`config.mk`:
```
export PLATFORM = sky130hd
export DESIGN_NAME = eeprom_serial_slave
export DESIGN_NICKNAME = d
export VERILOG_FILES = /design/src/verilog/eeprom_serial_pkg.sv /design/src/verilog/eeprom_serial_slave.sv
export SDC_FILE = /design/constraint.sdc
export NUM_CORES = 1
export LEC_CHECK = 0
export BUFFER_PORTS_ARGS = -buffer_cell sky130_fd_sc_hd__buf_4
export CORE_MARGIN = 3
export CORE_UTILIZATION = 60
export CTS_BUF_LIST = sky130_fd_sc_hd__clkbuf_2 sky130_fd_sc_hd__clkbuf_4 sky130_fd_sc_hd__clkbuf_8
export DETAILED_ROUTE_END_ITERATION = 7
export PLACE_DENSITY = 0.9
export SYNTH_ARGS = -nofsm -noshare
export SYNTH_HDL_FRONTEND = slang
export SYNTH_SLANG_ARGS = --single-unit
```
`constraint.sdc`:
```
create_clock -name CLK -period 6.5 [get_ports CLK]
set_input_delay 0.65 -clock CLK [delete_from_list [all_inputs] [get_ports CLK]]
set_output_delay 0.65 -clock CLK [all_outputs]
set_load 0.02 [all_outputs]
```
`src/verilog/eeprom_serial_pkg.sv`:
```
/*
 constants, field layouts and state encoding shared by the serial memory slave front end.
 assumes a 10 MHz system clock and a 32-bit classic Wishbone register bus.
*/
package eeprom_serial_pkg;

   // --------------------------------------------------------------------------
   // timing
   // --------------------------------------------------------------------------
   localparam int CLK_HZ = 10_000_000;
   localparam int WRITE_CYCLE_MS = 10;
   localparam int WRITE_CYCLES = WRITE_CYCLE_MS * (CLK_HZ / 1000);

   // --------------------------------------------------------------------------
   // register map (byte offsets)
   // --------------------------------------------------------------------------
   localparam logic [7:0] KEY_OFS = 8'h00;
   localparam logic [7:0] STATUS_OFS = 8'h04;
   localparam logic [7:0] KEY_RESET = 8'hFF;
   localparam logic [7:0] KEY_UNLOCK = 8'h5F;
   localparam int STAT_BUSY_BIT = 0;
   localparam int STAT_LOAD_BIT = 1;
   localparam int STAT_REF_LSB = 2;

   // --------------------------------------------------------------------------
   // slave address and memory
   // --------------------------------------------------------------------------
   // arbitrary neutral value of the fixed device type code
   localparam logic [3:0] TYPE_CODE = 4'h6;
   localparam logic [15:0] CODE_LOCATION = 16'hFF09;
   localparam logic [7:0] CODE_MAX = 8'h07;
   localparam logic [2:0] REF_RESET = 3'h0;
   localparam logic [3:0] BITS_PER_BYTE = 4'h8;
   localparam logic [3:0] PAGE_BYTES = 4'h8;

   typedef enum logic [3:0] {
      LOAD_ADDR, LOAD_TAKE, IDLE, DEV_ADDR, ADDR_HIGH, ADDR_LOW, WRITE_DATA,
      READ_LOAD, READ_DATA, READ_HOLD, FLUSH, WRITE_WAIT
   } state_t;

endpackage : eeprom_serial_pkg

```
`src/verilog/eeprom_serial_slave.sv`:
```
/*
 two-wire serial slave front end of the nonvolatile memory: start/stop detection,
 slave address match, acknowledge, byte and page write, read data with master acknowledge,
 unlock key register and loading of the slave address code after reset.
 assumes a memory array outside with combinational read (MEM_RDATA follows MEM_ADDR) and
 a one-cycle write strobe; SCL and SDA arrive asynchronously and SDA is open drain.
*/
// Local design decisions: the placing of the registers and register access over Wishbone.
// Behaviour
// host unlocks key, then byte-writes code 0..7
// key register 8 bits, RW, resets all ones
// address high byte first, all bits MSB first
// SDA falls while SCL high: start
// SDA rises while SCL high: stop
// stop ends read or launches timed write
// eight data bits then ninth acknowledge bit
// drive SDA low ninth clock after write bytes
// release after read byte; low ack continues
// no ack then stop abandons the read
// no ack, no stop: stay released
// receive 4-bit type plus 3-bit code, direction
// select only when code equals reference
// copy stored code to reference after reset
// master waits while code is loading
// code defaults zero, 0..7, single byte only
// direction bit zero write, one read
// mismatch: no response, back to standby
// byte write acked; stop runs write, ignores bus
// more bytes: page write, low three bits increment
// low bits wrap in page; last byte wins
// internal write completes within ten milliseconds
// sample on SCL rise, change after fall
// addressed write during write cycle not acknowledged
// start and stop found by clocked sampling
`timescale 1ns/10ps
module eeprom_serial_slave #(
   parameter int WRITE_CYCLES = eeprom_serial_pkg::WRITE_CYCLES
) (
   input wire logic CLK,
   input wire logic RST,
   input wire logic SCL_I,
   input wire logic SDA_I,
   output logic SDA_O,
   output logic SDA_OE,
   input wire logic WB_CYC_I,
   input wire logic WB_STB_I,
   input wire logic WB_WE_I,
   input wire logic [3:0] WB_SEL_I,
   input wire logic [7:0] WB_ADR_I,
   input wire logic [31:0] WB_DAT_I,
   output logic [31:0] WB_DAT_O,
   output logic WB_ACK_O,
   output logic MEM_WE,
   output logic [15:0] MEM_ADDR,
   output logic [7:0] MEM_WDATA,
   input wire logic [7:0] MEM_RDATA
);

   typedef struct packed {
      logic scl_s1;
      logic scl_s2;
      logic scl_s3;
      logic sda_s1;
      logic sda_s2;
      logic sda_s3;
      eeprom_serial_pkg::state_t state;
      logic [3:0] bit_cnt;
      logic ack_phase;
      logic [7:0] shift;
      logic sda_oe;
      logic master_ack;
      logic [15:0] addr;
      logic [3:0] n_bytes;
      logic [7:0][7:0] page_buf;
      logic [7:0] page_valid;
      logic [2:0] flush_idx;
      logic [16:0] wait_cnt;
      logic [7:0] key;
      logic [2:0] ref_code;
      logic wb_ack;
      logic [31:0] wb_dat;
      logic mem_we;
      logic [15:0] mem_addr;
      logic [7:0] mem_wdata;
   } state_reg_t;

   localparam state_reg_t STATE_RESET = '{
      scl_s1: 1'b1, scl_s2: 1'b1, scl_s3: 1'b1, sda_s1: 1'b1, sda_s2: 1'b1, sda_s3: 1'b1,
      state: eeprom_serial_pkg::LOAD_ADDR, key: eeprom_serial_pkg::KEY_RESET,
      ref_code: eeprom_serial_pkg::REF_RESET, default: '0
   };

   state_reg_t st_reg;
   state_reg_t st_next;
   logic scl_rise;
   logic scl_fall;
   logic start_cond;
   logic stop_cond;
   logic busy;
   logic code_write_ok;
   logic [31:0] rd_word;

   // --------------------------------------------------------------------------
   // bus line events, taken from the second and third sampling flops
   // --------------------------------------------------------------------------
   assign scl_rise = st_reg.scl_s2 & ~st_reg.scl_s3;
   assign scl_fall = ~st_reg.scl_s2 & st_reg.scl_s3;
   assign start_cond = st_reg.scl_s2 & st_reg.scl_s3 & st_reg.sda_s3 & ~st_reg.sda_s2;
   assign stop_cond = st_reg.scl_s2 & st_reg.scl_s3 & ~st_reg.sda_s3 & st_reg.sda_s2;
   assign busy = (st_reg.state == eeprom_serial_pkg::FLUSH) || (st_reg.state == eeprom_serial_pkg::WRITE_WAIT) ||
                 (st_reg.state == eeprom_serial_pkg::LOAD_ADDR) || (st_reg.state == eeprom_serial_pkg::LOAD_TAKE);
   // the code location only takes a first byte of 0..7 while the key is unlocked
   assign code_write_ok = (st_reg.key == eeprom_serial_pkg::KEY_UNLOCK) && (st_reg.n_bytes == 4'h0) &&
                          (st_reg.shift <= eeprom_serial_pkg::CODE_MAX);

   // --------------------------------------------------------------------------
   // register read mux
   // --------------------------------------------------------------------------
   always_comb begin
      rd_word = 32'h0000_0000;
      case (WB_ADR_I)
         eeprom_serial_pkg::KEY_OFS: begin
            rd_word[7:0] = st_reg.key;
         end
         eeprom_serial_pkg::STATUS_OFS: begin
            rd_word[eeprom_serial_pkg::STAT_BUSY_BIT] = (st_reg.state == eeprom_serial_pkg::FLUSH) ||
                                                        (st_reg.state == eeprom_serial_pkg::WRITE_WAIT);
            rd_word[eeprom_serial_pkg::STAT_LOAD_BIT] = (st_reg.state == eeprom_serial_pkg::LOAD_ADDR) ||
                                                        (st_reg.state == eeprom_serial_pkg::LOAD_TAKE);
            rd_word[eeprom_serial_pkg::STAT_REF_LSB +: 3] = st_reg.ref_code;
         end
         default: begin
            rd_word = 32'h0000_0000;
         end
      endcase
   end

   // --------------------------------------------------------------------------
   // next state
   // --------------------------------------------------------------------------
   always_comb begin
      st_next = st_reg;
      st_next.scl_s1 = SCL_I;
      st_next.scl_s2 = st_reg.scl_s1;
      st_next.scl_s3 = st_reg.scl_s2;
      st_next.sda_s1 = SDA_I;
      st_next.sda_s2 = st_reg.sda_s1;
      st_next.sda_s3 = st_reg.sda_s2;
      st_next.mem_we = 1'b0;

      // classic Wishbone slave: answer one cycle after the strobe, drop ack the cycle after
      st_next.wb_ack = WB_CYC_I & WB_STB_I & ~st_reg.wb_ack;
      st_next.wb_dat = st_next.wb_ack ? rd_word : 32'h0000_0000;
      if (st_next.wb_ack && WB_WE_I && (WB_ADR_I == eeprom_serial_pkg::KEY_OFS) && WB_SEL_I[0]) begin
         st_next.key = WB_DAT_I[7:0];
      end

      if (busy) begin
         // bus lines are not looked at while loading or writing
         st_next.sda_oe = 1'b0;
      end else if (start_cond) begin
         st_next.state = eeprom_serial_pkg::DEV_ADDR;
         st_next.bit_cnt = 4'h0;
         st_next.ack_phase = 1'b0;
         st_next.sda_oe = 1'b0;
         st_next.n_bytes = 4'h0;
         st_next.page_valid = 8'h00;
      end else if (stop_cond) begin
         st_next.sda_oe = 1'b0;
         st_next.flush_idx = 3'h0;
         if ((st_reg.state == eeprom_serial_pkg::WRITE_DATA) && (st_reg.n_bytes != 4'h0)) begin
            st_next.state = eeprom_serial_pkg::FLUSH;
         end else begin
            st_next.state = eeprom_serial_pkg::IDLE;
         end
      end

      case (st_reg.state)
         eeprom_serial_pkg::LOAD_ADDR: begin
            st_next.state = eeprom_serial_pkg::LOAD_TAKE;
         end
         eeprom_serial_pkg::LOAD_TAKE: begin
            st_next.ref_code = MEM_RDATA[2:0];
            st_next.state = eeprom_serial_pkg::IDLE;
         end
         eeprom_serial_pkg::DEV_ADDR, eeprom_serial_pkg::ADDR_HIGH, eeprom_serial_pkg::ADDR_LOW,
         eeprom_serial_pkg::WRITE_DATA: begin
            if (!start_cond && !stop_cond) begin
               if (scl_rise && !st_reg.ack_phase) begin
                  st_next.shift = {st_reg.shift[6:0], st_reg.sda_s2};
                  st_next.bit_cnt = st_reg.bit_cnt + 4'h1;
               end else if (scl_fall && (st_reg.bit_cnt == eeprom_serial_pkg::BITS_PER_BYTE)) begin
                  if (!st_reg.ack_phase) begin
                     st_next.ack_phase = 1'b1;
                     st_next.sda_oe = 1'b1;
                     case (st_reg.state)
                        eeprom_serial_pkg::DEV_ADDR: begin
                           if ((st_reg.shift[7:4] != eeprom_serial_pkg::TYPE_CODE) ||
                               (st_reg.shift[3:1] != st_reg.ref_code)) begin
                              st_next.sda_oe = 1'b0;
                              st_next.ack_phase = 1'b0;
                              st_next.state = eeprom_serial_pkg::IDLE;
                           end
                        end
                        eeprom_serial_pkg::ADDR_HIGH: begin
                           st_next.addr[15:8] = st_reg.shift;
                        end
                        eeprom_serial_pkg::ADDR_LOW: begin
                           st_next.addr[7:0] = st_reg.shift;
                        end
                        default: begin
                           // write data lands in the page buffer, last byte per slot wins
                           st_next.page_buf[st_reg.addr[2:0]] = st_reg.shift;
                           st_next.page_valid[st_reg.addr[2:0]] = 1'b1;
                           if ((st_reg.addr == eeprom_serial_pkg::CODE_LOCATION) && !code_write_ok) begin
                              st_next.page_valid[st_reg.addr[2:0]] = 1'b0;
                           end
                           if ((st_reg.n_bytes != 4'h0) &&
                               (st_reg.addr[15:3] == eeprom_serial_pkg::CODE_LOCATION[15:3])) begin
                              st_next.page_valid[eeprom_serial_pkg::CODE_LOCATION[2:0]] = 1'b0;
                           end
                           st_next.addr[2:0] = st_reg.addr[2:0] + 3'h1;
                           if (st_reg.n_bytes != eeprom_serial_pkg::PAGE_BYTES) begin
                              st_next.n_bytes = st_reg.n_bytes + 4'h1;
                           end
                        end
                     endcase
                  end else begin
                     st_next.sda_oe = 1'b0;
                     st_next.ack_phase = 1'b0;
                     st_next.bit_cnt = 4'h0;
                     case (st_reg.state)
                        eeprom_serial_pkg::DEV_ADDR: begin
                           st_next.state = st_reg.shift[0] ? eeprom_serial_pkg::READ_LOAD :
                                                             eeprom_serial_pkg::ADDR_HIGH;
                        end
                        eeprom_serial_pkg::ADDR_HIGH: begin
                           st_next.state = eeprom_serial_pkg::ADDR_LOW;
                        end
                        default: begin
                           st_next.state = eeprom_serial_pkg::WRITE_DATA;
                        end
                     endcase
                  end
               end
            end
         end
         eeprom_serial_pkg::READ_LOAD: begin
            if (!start_cond && !stop_cond) begin
               st_next.shift = MEM_RDATA;
               st_next.sda_oe = ~MEM_RDATA[7];
               st_next.bit_cnt = 4'h0;
               st_next.ack_phase = 1'b0;
               st_next.state = eeprom_serial_pkg::READ_DATA;
            end
         end
         eeprom_serial_pkg::READ_DATA: begin
            if (!start_cond && !stop_cond) begin
               if (scl_rise) begin
                  if (st_reg.ack_phase) begin
                     st_next.master_ack = st_reg.sda_s2;
                  end else begin
                     st_next.bit_cnt = st_reg.bit_cnt + 4'h1;
                  end
               end else if (scl_fall) begin
                  if (st_reg.ack_phase) begin
                     st_next.ack_phase = 1'b0;
                     if (!st_reg.master_ack) begin
                        st_next.addr[8:0] = st_reg.addr[8:0] + 9'h001;
                        st_next.state = eeprom_serial_pkg::READ_LOAD;
                     end else begin
                        st_next.state = eeprom_serial_pkg::READ_HOLD;
                     end
                  end else if (st_reg.bit_cnt == eeprom_serial_pkg::BITS_PER_BYTE) begin
                     st_next.sda_oe = 1'b0;
                     st_next.ack_phase = 1'b1;
                  end else if (st_reg.bit_cnt != 4'h0) begin
                     st_next.shift = {st_reg.shift[6:0], 1'b0};
                     st_next.sda_oe = ~st_reg.shift[6];
                  end
               end
            end
         end
         eeprom_serial_pkg::READ_HOLD: begin
            if (!start_cond && !stop_cond) begin
               st_next.sda_oe = 1'b0;
            end
         end
         eeprom_serial_pkg::FLUSH: begin
            // one buffered byte per cycle goes to the array, then the timed write
            if (st_reg.page_valid[st_reg.flush_idx]) begin
               st_next.mem_we = 1'b1;
               st_next.mem_addr = {st_reg.addr[15:3], st_reg.flush_idx};
               st_next.mem_wdata = st_reg.page_buf[st_reg.flush_idx];
            end
            st_next.flush_idx = st_reg.flush_idx + 3'h1;
            if (st_reg.flush_idx == 3'h7) begin
               st_next.state = eeprom_serial_pkg::WRITE_WAIT;
               st_next.wait_cnt = 17'(WRITE_CYCLES - 8);
               st_next.page_valid = 8'h00;
               st_next.n_bytes = 4'h0;
            end
         end
         eeprom_serial_pkg::WRITE_WAIT: begin
            if (st_reg.wait_cnt == 17'h0_0000) begin
               st_next.state = eeprom_serial_pkg::IDLE;
            end else begin
               st_next.wait_cnt = st_reg.wait_cnt - 17'h0_0001;
            end
         end
         default: begin
         end
      endcase

      // array address follows the transfer pointer except while loading the code or flushing the page buffer
      if (st_next.state == eeprom_serial_pkg::LOAD_TAKE) begin
         st_next.mem_addr = eeprom_serial_pkg::CODE_LOCATION;
      end else if (st_next.state != eeprom_serial_pkg::FLUSH && !st_next.mem_we) begin
         st_next.mem_addr = st_next.addr;
      end
   end

   // --------------------------------------------------------------------------
   // state register
   // --------------------------------------------------------------------------
   always_ff @(posedge CLK or posedge RST) begin
      if (RST) begin
         st_reg <= STATE_RESET;
      end else begin
         st_reg <= st_next;
      end
   end

   // --------------------------------------------------------------------------
   // outputs
   // --------------------------------------------------------------------------
   assign SDA_O = 1'b0;
   assign SDA_OE = st_reg.sda_oe;
   assign WB_DAT_O = st_reg.wb_dat;
   assign WB_ACK_O = st_reg.wb_ack;
   assign MEM_WE = st_reg.mem_we;
   assign MEM_ADDR = st_reg.mem_addr;
   assign MEM_WDATA = st_reg.mem_wdata;

endmodule : eeprom_serial_slave

```
==> qor.yml, run 1 <==
worstRegToRegCells: 7
clkTransAtPathRegs_ns: 0.10
io_pins: 119
worst-endpoint-required_ns: 6.86
power_density_mw_per_mm2: 261
die_area_sq_mm: 0.0179
cts_resized: 0
drt_iter0_markers: 873
initial_core_util: 0.615
htreeDepth: 4
worst_pin_slew_ns: 1.17
synth_area_sq_mm: 0.00977
synth_area_leaders: "dfrtp_1 (43%), mux2_2 (8.8%), buf_4 (4.4%), mux4_2 (4.1%), dfstp_2 (3.8%)"
post-route-period-util: 0.606
antennaDiodeCount: 0
rsz0062_at_grt: "false"
yosysTopAreaCell: "dfrtp_1"
gp_congestion: 0.933
grt_antenna_before_repair: 0
totalWireLength_um: 23300
fin_hold_ws_ns: 0.274
hpwl_um: 15900
die_w_um: 134
clockRootBuffer: "clkbuf_8"
worstSetupStartpointType: "register"
cts_tree: "done"
synth_top_area_share: 0.430
synth_fa_ha_area_frac: 0.0115
vias: 7342
ys_types: 78
ir_worst_vdd_uv: 220
nets: 999
track_usage: 0.269
min_path_cells: 1
drt-pass1-iter-count: 6
muxShareOfSynthArea: 0.146
wire_per_inst_um: 20.1
clock-sinks: 182
slew_headroom: 0.211
place.port_buffers: 66
grt_pass1_wl_um: 38000
synth_xor_area_frac: 0.0161
leakagePower_nw: 4.83
path_max_fanout: 27
crit_path_end_kind: "register"
cap_violations: 0
cts_setup_buffers: 0
synth-compound-area-share: 0.133
hold_class: "in2reg"
clk_latency_ns: 0.48
drv_slew: 0
synth-simple-area-share: 0.151
drcViolationCount: 0
grt_max_degree: 98
synth_cells: 926
setup_viol: 0
clock_path_buffers: 2
max_freq_mhz: 254
area_growth_pct: 7.20
stdcell_area_sq_mm: 0.0105
finalClockSkew_ns: 0.0150
worst_ep_arrival_time_ns: 4.30
via_per_inst: 6.33
ys_seq_area_frac: 0.468
cts_hold_buf: 0
drive_gt1_frac: 0.248
first_global_vias: 7318
critPathKind: "reg2reg"
yosys_warnings: 0
synth_edf_count: 0
fin_crit_ns: 3.94
overflow: 0
synth_top_family_by_area: "simple AND/OR/NAND/NOR gates"
hold_viol: 0
die_h_um: 134
ant_nets: 0
rows: 46
placedInstanceArea_sq_mm: 0.0101
syn_avg_cell_area_sq_um: 10.6
core_sq_mm: 0.0159
synth-main-ff-cell: "dfrtp_1"
ys_ff_latch: 182
setup_tns_ns: 0
async_flop_share: 1.00
status: "finished, final reports clean"
numCtsBuffers: 17
## cell type report
type                            instances  area, sq um
Fill cell                            1195         5410
Multi-Input combinational cell        635         4580
Sequential cell                       182         4570
Timing Repair Buffer                   72          541
Tap cell                              216          270
Clock buffer                           17          234
Clock inverter                         15          190
Inverter                               23         91.3
## synthesized netlist by cell type, types with 10 or more instances
cell,n
dfrtp_1,168
nand2_1,88
mux2_2,76
nor2_1,65
buf_4,57
clkbuf_1,45
a21oi_1,35
o21ai_0,34
nand3_1,33
inv_1,23
mux4_2,18
mux2i_1,17
dfstp_2,14
nor3_1,13
a21o_1,12
o41ai_1,12
or3_1,12
xnor2_1,12
a22oi_1,11
nand2b_1,10
## layer usage
metal  vias up  global-route usage  part of all wire
li1       3297                   -                 -
met1      3629               0.371              0.41
met2       361               0.422              0.47
met3        55              0.0619             0.092
met4         0               0.101             0.030
met5         -                   0                 0
## final timing paths
kind / startpoint / end / slack [ns]
max: st_reg[198] / MEM_ADDR[2] / 2.56
min: SCL_I / st_next[204] / 0.27
max reg2reg: st_reg[198] / MEM_ADDR[2] / 2.56
min reg2reg: st_next[204] / st_next[203] / 0.36
max in group asynchronous: RST / st_reg[181] / 4.55
min in group asynchronous: RST / WB_DAT_O[5] / 0.35
## per-stage QoR
stage | util | instances | total power (W) | setup WS, ns
detailed placement | 0.633 | 1128 | 0.00191 | 2.66
floorplan | - | 950 | 0.00176 | 0.930
finish | 0.659 | 1160 | 0.00273 | 2.56
global placement | 0.633 | 1128 | 0.00189 | 2.78
global route | 0.659 | 1160 | 0.00285 | 2.41
CTS | 0.659 | 1160 | 0.00273 | 2.64
## worst max-delay path, cell delays in order, from the launching register on
cell	delay, ns
dfrtp_1	0.68
nor4bb_1	0.73
and2_1	0.85
a21oi_1	0.09
and4b_1	0.30
o311ai_4	0.68
nor3_1	0.09
a221o_1	0.38
## power by group
part / leakage [nW] / internal, W / total [W] / switching, W
sequential: 2.47 / 0.00119 / 0.00130 / 0.000103
combinational: 2.15 / 0.000217 / 0.000604 / 0.000388
clock: 0.217 / 0.000392 / 0.000830 / 0.000439
total: 4.83 / 0.00180 / 0.00273 / 0.000929
## layout by cell type, fill, tap and decap left out, drive strengths merged, types with 7 or more instances in the layout
cell,netlist,routed
mux4,18,18
nand3,33,33
or3,12,12
nor4,9,9
a21o,12,12
o22ai,7,7
o41ai,14,14
nor2,65,65
mux2i,17,17
and3,9,9
o21ai,34,34
clkbuf,45,17
nand2,88,88
ha,9,9
mux2,76,76
o31ai,7,7
nand2b,10,10
buf,65,72
dfstp,14,14
conb,1,25
a21oi,36,36
xnor2,12,12
inv,23,31
or4,7,7
a22oi,11,11
nor3,15,15
dfrtp,168,168
## kinds of logic (layout without fill, tap and decap cells)
family                   after synthesis  in the layout
buffers and inverters                133            127
AND/OR/NAND/NOR                      292            292
AO/OA/AOI/OAI                        180            180
flip-flops                           182            182
other                                  1             25
multiplexers                         111            111
adder cells (fa/ha/maj)                9              9
XOR/XNOR                              18             18
No activity file was read; power rests on OpenSTA's default activity.
==> run 2, diff against run 1 <==
--- a/config.mk
+++ b/config.mk
@@ -5,12 +5,13 @@
 export SDC_FILE = /design/constraint.sdc
 export NUM_CORES = 1
 export LEC_CHECK = 0
+export ABC_AREA = 1
 export BUFFER_PORTS_ARGS = -buffer_cell sky130_fd_sc_hd__buf_4
 export CORE_MARGIN = 3
-export CORE_UTILIZATION = 60
+export CORE_UTILIZATION = 55
 export CTS_BUF_LIST = sky130_fd_sc_hd__clkbuf_2 sky130_fd_sc_hd__clkbuf_4 sky130_fd_sc_hd__clkbuf_8
 export DETAILED_ROUTE_END_ITERATION = 7
-export PLACE_DENSITY = 0.9
+export PLACE_DENSITY = 0.87
 export SYNTH_ARGS = -nofsm -noshare
 export SYNTH_HDL_FRONTEND = slang
 export SYNTH_SLANG_ARGS = --single-unit
==> constraint.sdc (replaced) <==
create_clock -name CLK -period 3.4 [get_ports CLK]
set_input_delay 0.34 -clock CLK [delete_from_list [all_inputs] [get_ports CLK]]
set_output_delay 0.34 -clock CLK [all_outputs]
set_load 0.02 [all_outputs]
==> qor.yml, run 2 <==
status: "finished, final reports clean"
numCtsBuffers: 17  # unchanged
die_area_sq_mm: 0.0196  # +9.5%
setup_tns_ns: 0  # unchanged
synth_edf_count: 0  # unchanged
worst_pin_slew_ns: 0.796  # -0.379 ns
grt_antenna_before_repair: 0  # unchanged
post-route-period-util: 0.846  # +0.239
power_density_mw_per_mm2: 674  # +160%
clock_path_buffers: 2  # unchanged
rows: 48  # +4.3%
first_global_vias: 8170  # +12%
final_common_cell: "nand2_1"
area_growth_pct: 8.31
max_freq_mhz: 348  # +37%
synth_top_area_share: 0.427  # -0.00344
rrSetupSlack_ns: 0.53  # -2.03 ns
ys_ff_latch: 182  # unchanged
drv_slew: 0  # unchanged
cts_setup_buffers: 0  # unchanged
setup_slack_ns: 0.525  # -2.03 ns
finalPower_w: 0.00719  # +160%
clock-sinks: 182  # unchanged
place.port_buffers: 66  # unchanged
via_per_inst: 5.65  # -11%
critPathKind: "reg2reg"
crit_chain: "inv_1 -> o21ai_0 -> o22ai_1 -> nand2_1 -> nand2_1 -> inv_1 -> nor2_2 -> inv_2 -> nand3_2 -> or2_2 -> nand2_1 -> inv_1"
synth_cells: 1255  # +36%
fill_cells: 1506  # +26%
initial_core_util: 0.566  # -0.0496
fin_crit_ns: 2.87  # -1.07 ns
ir_worst_vdd_uv: 615  # +180%
critPathSlowestCell: "dfrtp_1"
hold_viol: 0  # unchanged
clk_latency_ns: 0.48  # about the same
overflow: 0  # unchanged
worst_ep_arrival_time_ns: 3.24  # -1.06 ns
grt_max_degree: 87  # -11%
path_max_fanout: 21  # -22%
synth-main-ff-cell: "dfrtp_1"
clkTransAtPathRegs_ns: 0.10  # about the same
cap_violations: 0  # unchanged
crit_path_end_kind: "register"
setup_viol: 0  # unchanged
reg2reg_from: "st_reg[86]"
totalWireLength_um: 24400  # +4.7%
rsz0062_at_grt: "false"
nets: 1350  # +35%
die_w_um: 140  # +4.6%
cp_slowest_stage_delay_ns: 0.65  # -0.20 ns
htreeDepth: 4  # unchanged
track_usage: 0.253  # -0.0166
yosysTopAreaCell: "dfrtp_1"
ys_types: 57  # -27%
clockRootBuffer: "clkbuf_8"
hpwl_um: 17000  # +7.0%
mostFrequentLayoutCells: "nand2_1 (267), dfrtp_1 (168), o21ai_0 (145)"
slew_headroom: 0.468  # +0.257
worstRegToRegCells: 12  # +5
drt_iter0_markers: 852  # -2.4%
pre_cts_slack_ns: 0.586  # -2.08 ns
r2r-end: "MEM_ADDR[15]"
gp_congestion: 0.976  # +4.6%
cts_tree: "done"
syn_avg_cell_area_sq_um: 7.85  # -26%
synth_area_leaders: "dfrtp_1 (43%), nand2_1 (10%), o21ai_0 (7.4%), nor2_1 (5.1%), buf_4 (4.6%)"
drcViolationCount: 0  # unchanged
drive_gt1_frac: 0.144  # -0.104
worstSetupStartpointType: "register"
worst-endpoint-required_ns: 3.77  # -3.09 ns
finalClockSkew_ns: 0.0154  # +0.000464 ns
yosys_warnings: 0  # unchanged
vias: 8587  # +17%
regArea_sq_mm: 0.00457  # unchanged
hold_class: "in2async"
io_pins: 119  # unchanged
drt-pass1-iter-count: 5  # -1
multiInputGateArea_sq_mm: 0.00427  # -6.6%
yosys-top-cells-count: "nand2_1 (267), dfrtp_1 (168), o21ai_0 (145)"
antennaDiodeCount: 0  # unchanged
synth_most_common_cell: "nand2_1"
ys_seq_area_frac: 0.464  # -0.00374
die_h_um: 140  # +4.6%
leakagePower_nw: 5.19  # +7.4%
grt_pass1_wl_um: 40400  # +6.3%
ant_nets: 0  # unchanged
async_flop_share: 1.00  # unchanged
core_sq_mm: 0.0174  # +9.6%
wire_per_inst_um: 16.1  # -20%
synth_area_sq_mm: 0.00985  # +0.81%
## run 2: logic make-up after synthesis
logic type      Yosys count  synth area share
other cells               1          0.000381
fa+ha+maj                 9            0.0114
compound gates          283             0.159
flops                   182             0.464
buf+inv                 223             0.112
xor+xnor                  5           0.00445
simple gates            552             0.249
## run 2: metal layers
metal  vias to the layer above  part of all wire  GRT usage
met5                         -                 0          0
met4                         0             0.027     0.0826
met3                        47             0.064     0.0495
met2                       325              0.49      0.414
met1                      4097              0.42      0.340
li1                       4118                 -          -
## run 2: cell type report
type                    count  share of cell area
clock buffers              24              0.0304
clock inverters             8             0.00821
flip-flops and latches    182               0.429
repair buffers             85              0.0626
multi-input cells         874               0.400
inverters                 122              0.0434
well taps                 225              0.0264
## run 2: how the worst max path moves through the flow
stage,from,to,slack (ns),cells after the start
6_report,st_reg[86],MEM_ADDR[15],0.53,12
5_1_grt,st_reg[86],MEM_ADDR[15],0.31,12
4_1_cts,st_reg[86],MEM_ADDR[15],0.56,13
3_5_place_dp,st_reg[86],MEM_ADDR[15],0.59,13
3_3_place_gp,st_reg[86],MEM_ADDR[15],0.63,13
2_1_floorplan,RST,MEM_ADDR[0],0.73,1
## run 2: what timing repair did
action	CTS	global route
endpoints found under the hold margin	2	0
gates resized for setup	0	0
hold buffers	2	0
## run 2: where the power goes
part	internal [W]	total (W)	switching (W)	leakage, nW
Clock	0.000713	0.00151	0.000799	0.202
Sequential	0.00245	0.00278	0.000333	2.44
Combinational	0.000926	0.00289	0.00197	2.55
## run 2: stage by stage
step	cells	utilization	area (sq um)	hold WS, ns
floorplan	1279	-	9940	0.344
global placement	1486	0.588	10200	0.353
detailed placement	1486	0.588	10200	0.349
CTS	1520	0.613	10700	0.00536
global route	1520	0.613	10700	0.0231
finish	1520	0.613	10700	0.000157
## run 2: worst max-delay path: cells and delay by family (launching register included)
family / cells / cell delay [ns]
simple gates: 6 / 1.03
buf+inv: 4 / 0.72
flops: 1 / 0.65
compound gates: 2 / 0.37
==> run 3, diff against run 2 <==
--- a/config.mk
+++ b/config.mk
@@ -8,10 +8,10 @@
 export ABC_AREA = 1
 export BUFFER_PORTS_ARGS = -buffer_cell sky130_fd_sc_hd__buf_4
 export CORE_MARGIN = 3
-export CORE_UTILIZATION = 55
+export CORE_UTILIZATION = 60
 export CTS_BUF_LIST = sky130_fd_sc_hd__clkbuf_2 sky130_fd_sc_hd__clkbuf_4 sky130_fd_sc_hd__clkbuf_8
 export DETAILED_ROUTE_END_ITERATION = 7
-export PLACE_DENSITY = 0.87
+export PLACE_DENSITY = 0.9
 export SYNTH_ARGS = -nofsm -noshare
 export SYNTH_HDL_FRONTEND = slang
 export SYNTH_SLANG_ARGS = --single-unit
==> constraint.sdc (replaced) <==
create_clock -name CLK -period 2.75 [get_ports CLK]
set_input_delay 0.275 -clock CLK [delete_from_list [all_inputs] [get_ports CLK]]
set_output_delay 0.275 -clock CLK [all_outputs]
set_load 0.02 [all_outputs]
==> qor.yml, run 3 (synthesis results as in run 2) <==
initial_core_util: 0.616  # +0.0501
first_global_vias: 8253  # +1.0%
finalPower_w: 0.00901  # +25%
drive_gt1_frac: 0.156  # +0.0123
htreeDepth: 4  # unchanged
p_seq_frac: 0.376  # -0.011
grt_pass1_wl_um: 39700  # -1.7%
setup_tns_ns: 0  # unchanged
io_pins: 119  # unchanged
totalWireLength_um: 24100  # -1.2%
nets: 1370  # +1.5%
max_freq_mhz: 392  # +13%
fill_cells: 1320  # -12%
cts_tree: "done"
drt-pass1-iter-count: 6  # +1
grt_max_degree: 73  # -16%
fin_crit_ns: 2.55  # -0.327 ns
ir_worst_vdd_uv: 428  # -30%
p_clk_frac: 0.212  # +0.002
ant_nets: 0  # unchanged
p_sw_w: 0.00387  # +25%
place.port_buffers: 66  # unchanged
mostFrequentLayoutCells: "nand2_1 (267), dfrtp_1 (167), o21ai_0 (145)"
die_area_sq_mm: 0.0180  # -8.0%
power_density_mw_per_mm2: 832  # +23%
rsz0062_at_grt: "false"
core_sq_mm: 0.0160  # -8.1%
worstSetupStartpointType: "register"
setup_viol: 0  # unchanged
hpwl_um: 17100  # +0.36%
hold_viol: 0  # unchanged
worst_pin_slew_ns: 0.592  # -0.204 ns
path_max_fanout: 18  # -14%
crit_chain: "nor2_1 -> nand2_1 -> nand2_2 -> nor2_4 -> clkinv_2 -> nand3_1 -> a21oi_1 -> nand3_2 -> nor2_2 -> nand3_2 -> buf_12 -> or2_0 -> nand2_1 -> inv_1"
final_core_util: 0.677  # +0.0645
leakagePower_nw: 5.30  # +2.0%
post-route-period-util: 0.927  # +0.0810
area_growth_pct: 9.98
clockRootBuffer: "clkbuf_8"
gp_congestion: 0.999  # +2.4%
worst-endpoint-required_ns: 3.15  # -0.62 ns
critPathSlowestCell: "dfrtp_1"
cts_setup_buffers: 0  # unchanged
die_h_um: 134  # -4.1%
clock-sinks: 182  # unchanged
status: "finished, final reports clean"
clk_latency_ns: 0.49  # about the same
fin_hold_ws_ns: 0.0115  # +0.0113 ns
cp_slowest_stage_delay_ns: 0.47  # -0.18 ns
slew_headroom: 0.600  # +0.131
final_common_cell: "nand2_1"
drv_slew: 0  # unchanged
wire_per_inst_um: 15.8  # -1.9%
antennaDiodeCount: 0  # unchanged
numCtsBuffers: 17  # unchanged
worst_ep_arrival_time_ns: 2.95  # -0.29 ns
track_usage: 0.275  # +0.0225
die_w_um: 134  # -4.1%
hold_class: "in2reg"
vias: 8643  # +0.65%
switching_share: 0.429  # -0.00188
comb_power_share: 0.412  # +0.009
crit_path_end_kind: "register"
clkTransAtPathRegs_ns: 0.10  # about the same
finalClockSkew_ns: 0.0159  # +0.000469 ns
clock_path_buffers: 2  # unchanged
overflow: 0  # unchanged
grt_antenna_before_repair: 0  # unchanged
critPathKind: "reg2reg"
internal-power_w: 0.00514  # +26%
drt_iter0_markers: 863  # +1.3%
drcViolationCount: 0  # unchanged
rows: 46  # -4.2%
cap_violations: 0  # unchanged
via_per_inst: 5.65  # about the same
[run 3: cell types whose count changed in the layout (fill, tap and decap cells not counted), sizes merged]
cell	change
bufinv	+1
clkinvlp	-1
clkbuf	-4
buf	+18
dlygate4sd3	+2
inv	+2
clkinv	+2
[run 3: per-stage QoR]
stage                     instance area [sq um]  cells  worst slack (ns)
after floorplan                            9940   1279             0.150
after global placement                    10400   1495             0.271
after detailed placement                  10400   1495             0.254
after CTS                                 10800   1531             0.238
after global routing                      10800   1531           0.00182
final                                     10800   1531             0.202
[run 3: per-layer routing]
metal  share of wire  global-route usage
met5               0                   0
met4           0.038               0.119
met3           0.067              0.0536
met2            0.48               0.451
met1            0.41               0.360
[run 3: area by class of cell]
| class | instances | area (sq um) | share of cell area |
|---|---|---|---|
| clock inverters | 12 | 140 | 0.0129 |
| flip-flops and latches | 182 | 4570 | 0.422 |
| well taps | 216 | 270 | 0.0249 |
| clock buffers | 20 | 275 | 0.0254 |
| repair buffers | 105 | 840 | 0.0775 |
| multi-input cells | 874 | 4270 | 0.394 |
| inverters | 122 | 463 | 0.0427 |
[run 3: repair_timing]
item                                   CTS  global route
gates resized for setup                  0             2
endpoints found under the hold margin   15             0
setup endpoints to repair                0             9
hold buffers                             4             0
[run 3: final timing paths]
check                              from                         end  slack [ns]  cells after the start
min reg2reg                st_next[204]                st_next[203]        0.36                      0
max                         st_reg[198]                MEM_ADDR[10]        0.20                     14
min                         WB_DAT_I[6]                  st_reg[67]        0.01                      3
max reg2reg                 st_reg[198]                MEM_ADDR[10]        0.20                     14
max in group asynchronous           RST                 st_reg[165]        1.71                      4
min in group asynchronous           RST  asynchronous set/reset pin        0.32                      3
[run 3: worst max-delay path, delay by kind of cell, from the launching register on]
| family | cells | cell delay (ns) |
|---|---|---|
| AND/OR/NAND/NOR | 10 | 1.47 |
| flip-flops | 1 | 0.47 |
| buffers and inverters | 3 | 0.35 |
| AO/OA/AOI/OAI | 1 | 0.18 |
[run 3: power by group through the flow]
| stage | registers (W) | clock network, W | logic [W] |
|---|---|---|---|
| after floorplan | 0.00328 | 0 | 0.00285 |
| after global placement | 0.00341 | 0 | 0.00357 |
| after detailed placement | 0.00343 | 0 | 0.00366 |
| after CTS | 0.00337 | 0.00193 | 0.00368 |
| after global routing | 0.00343 | 0.00204 | 0.00413 |
| final | 0.00339 | 0.00191 | 0.00371 |
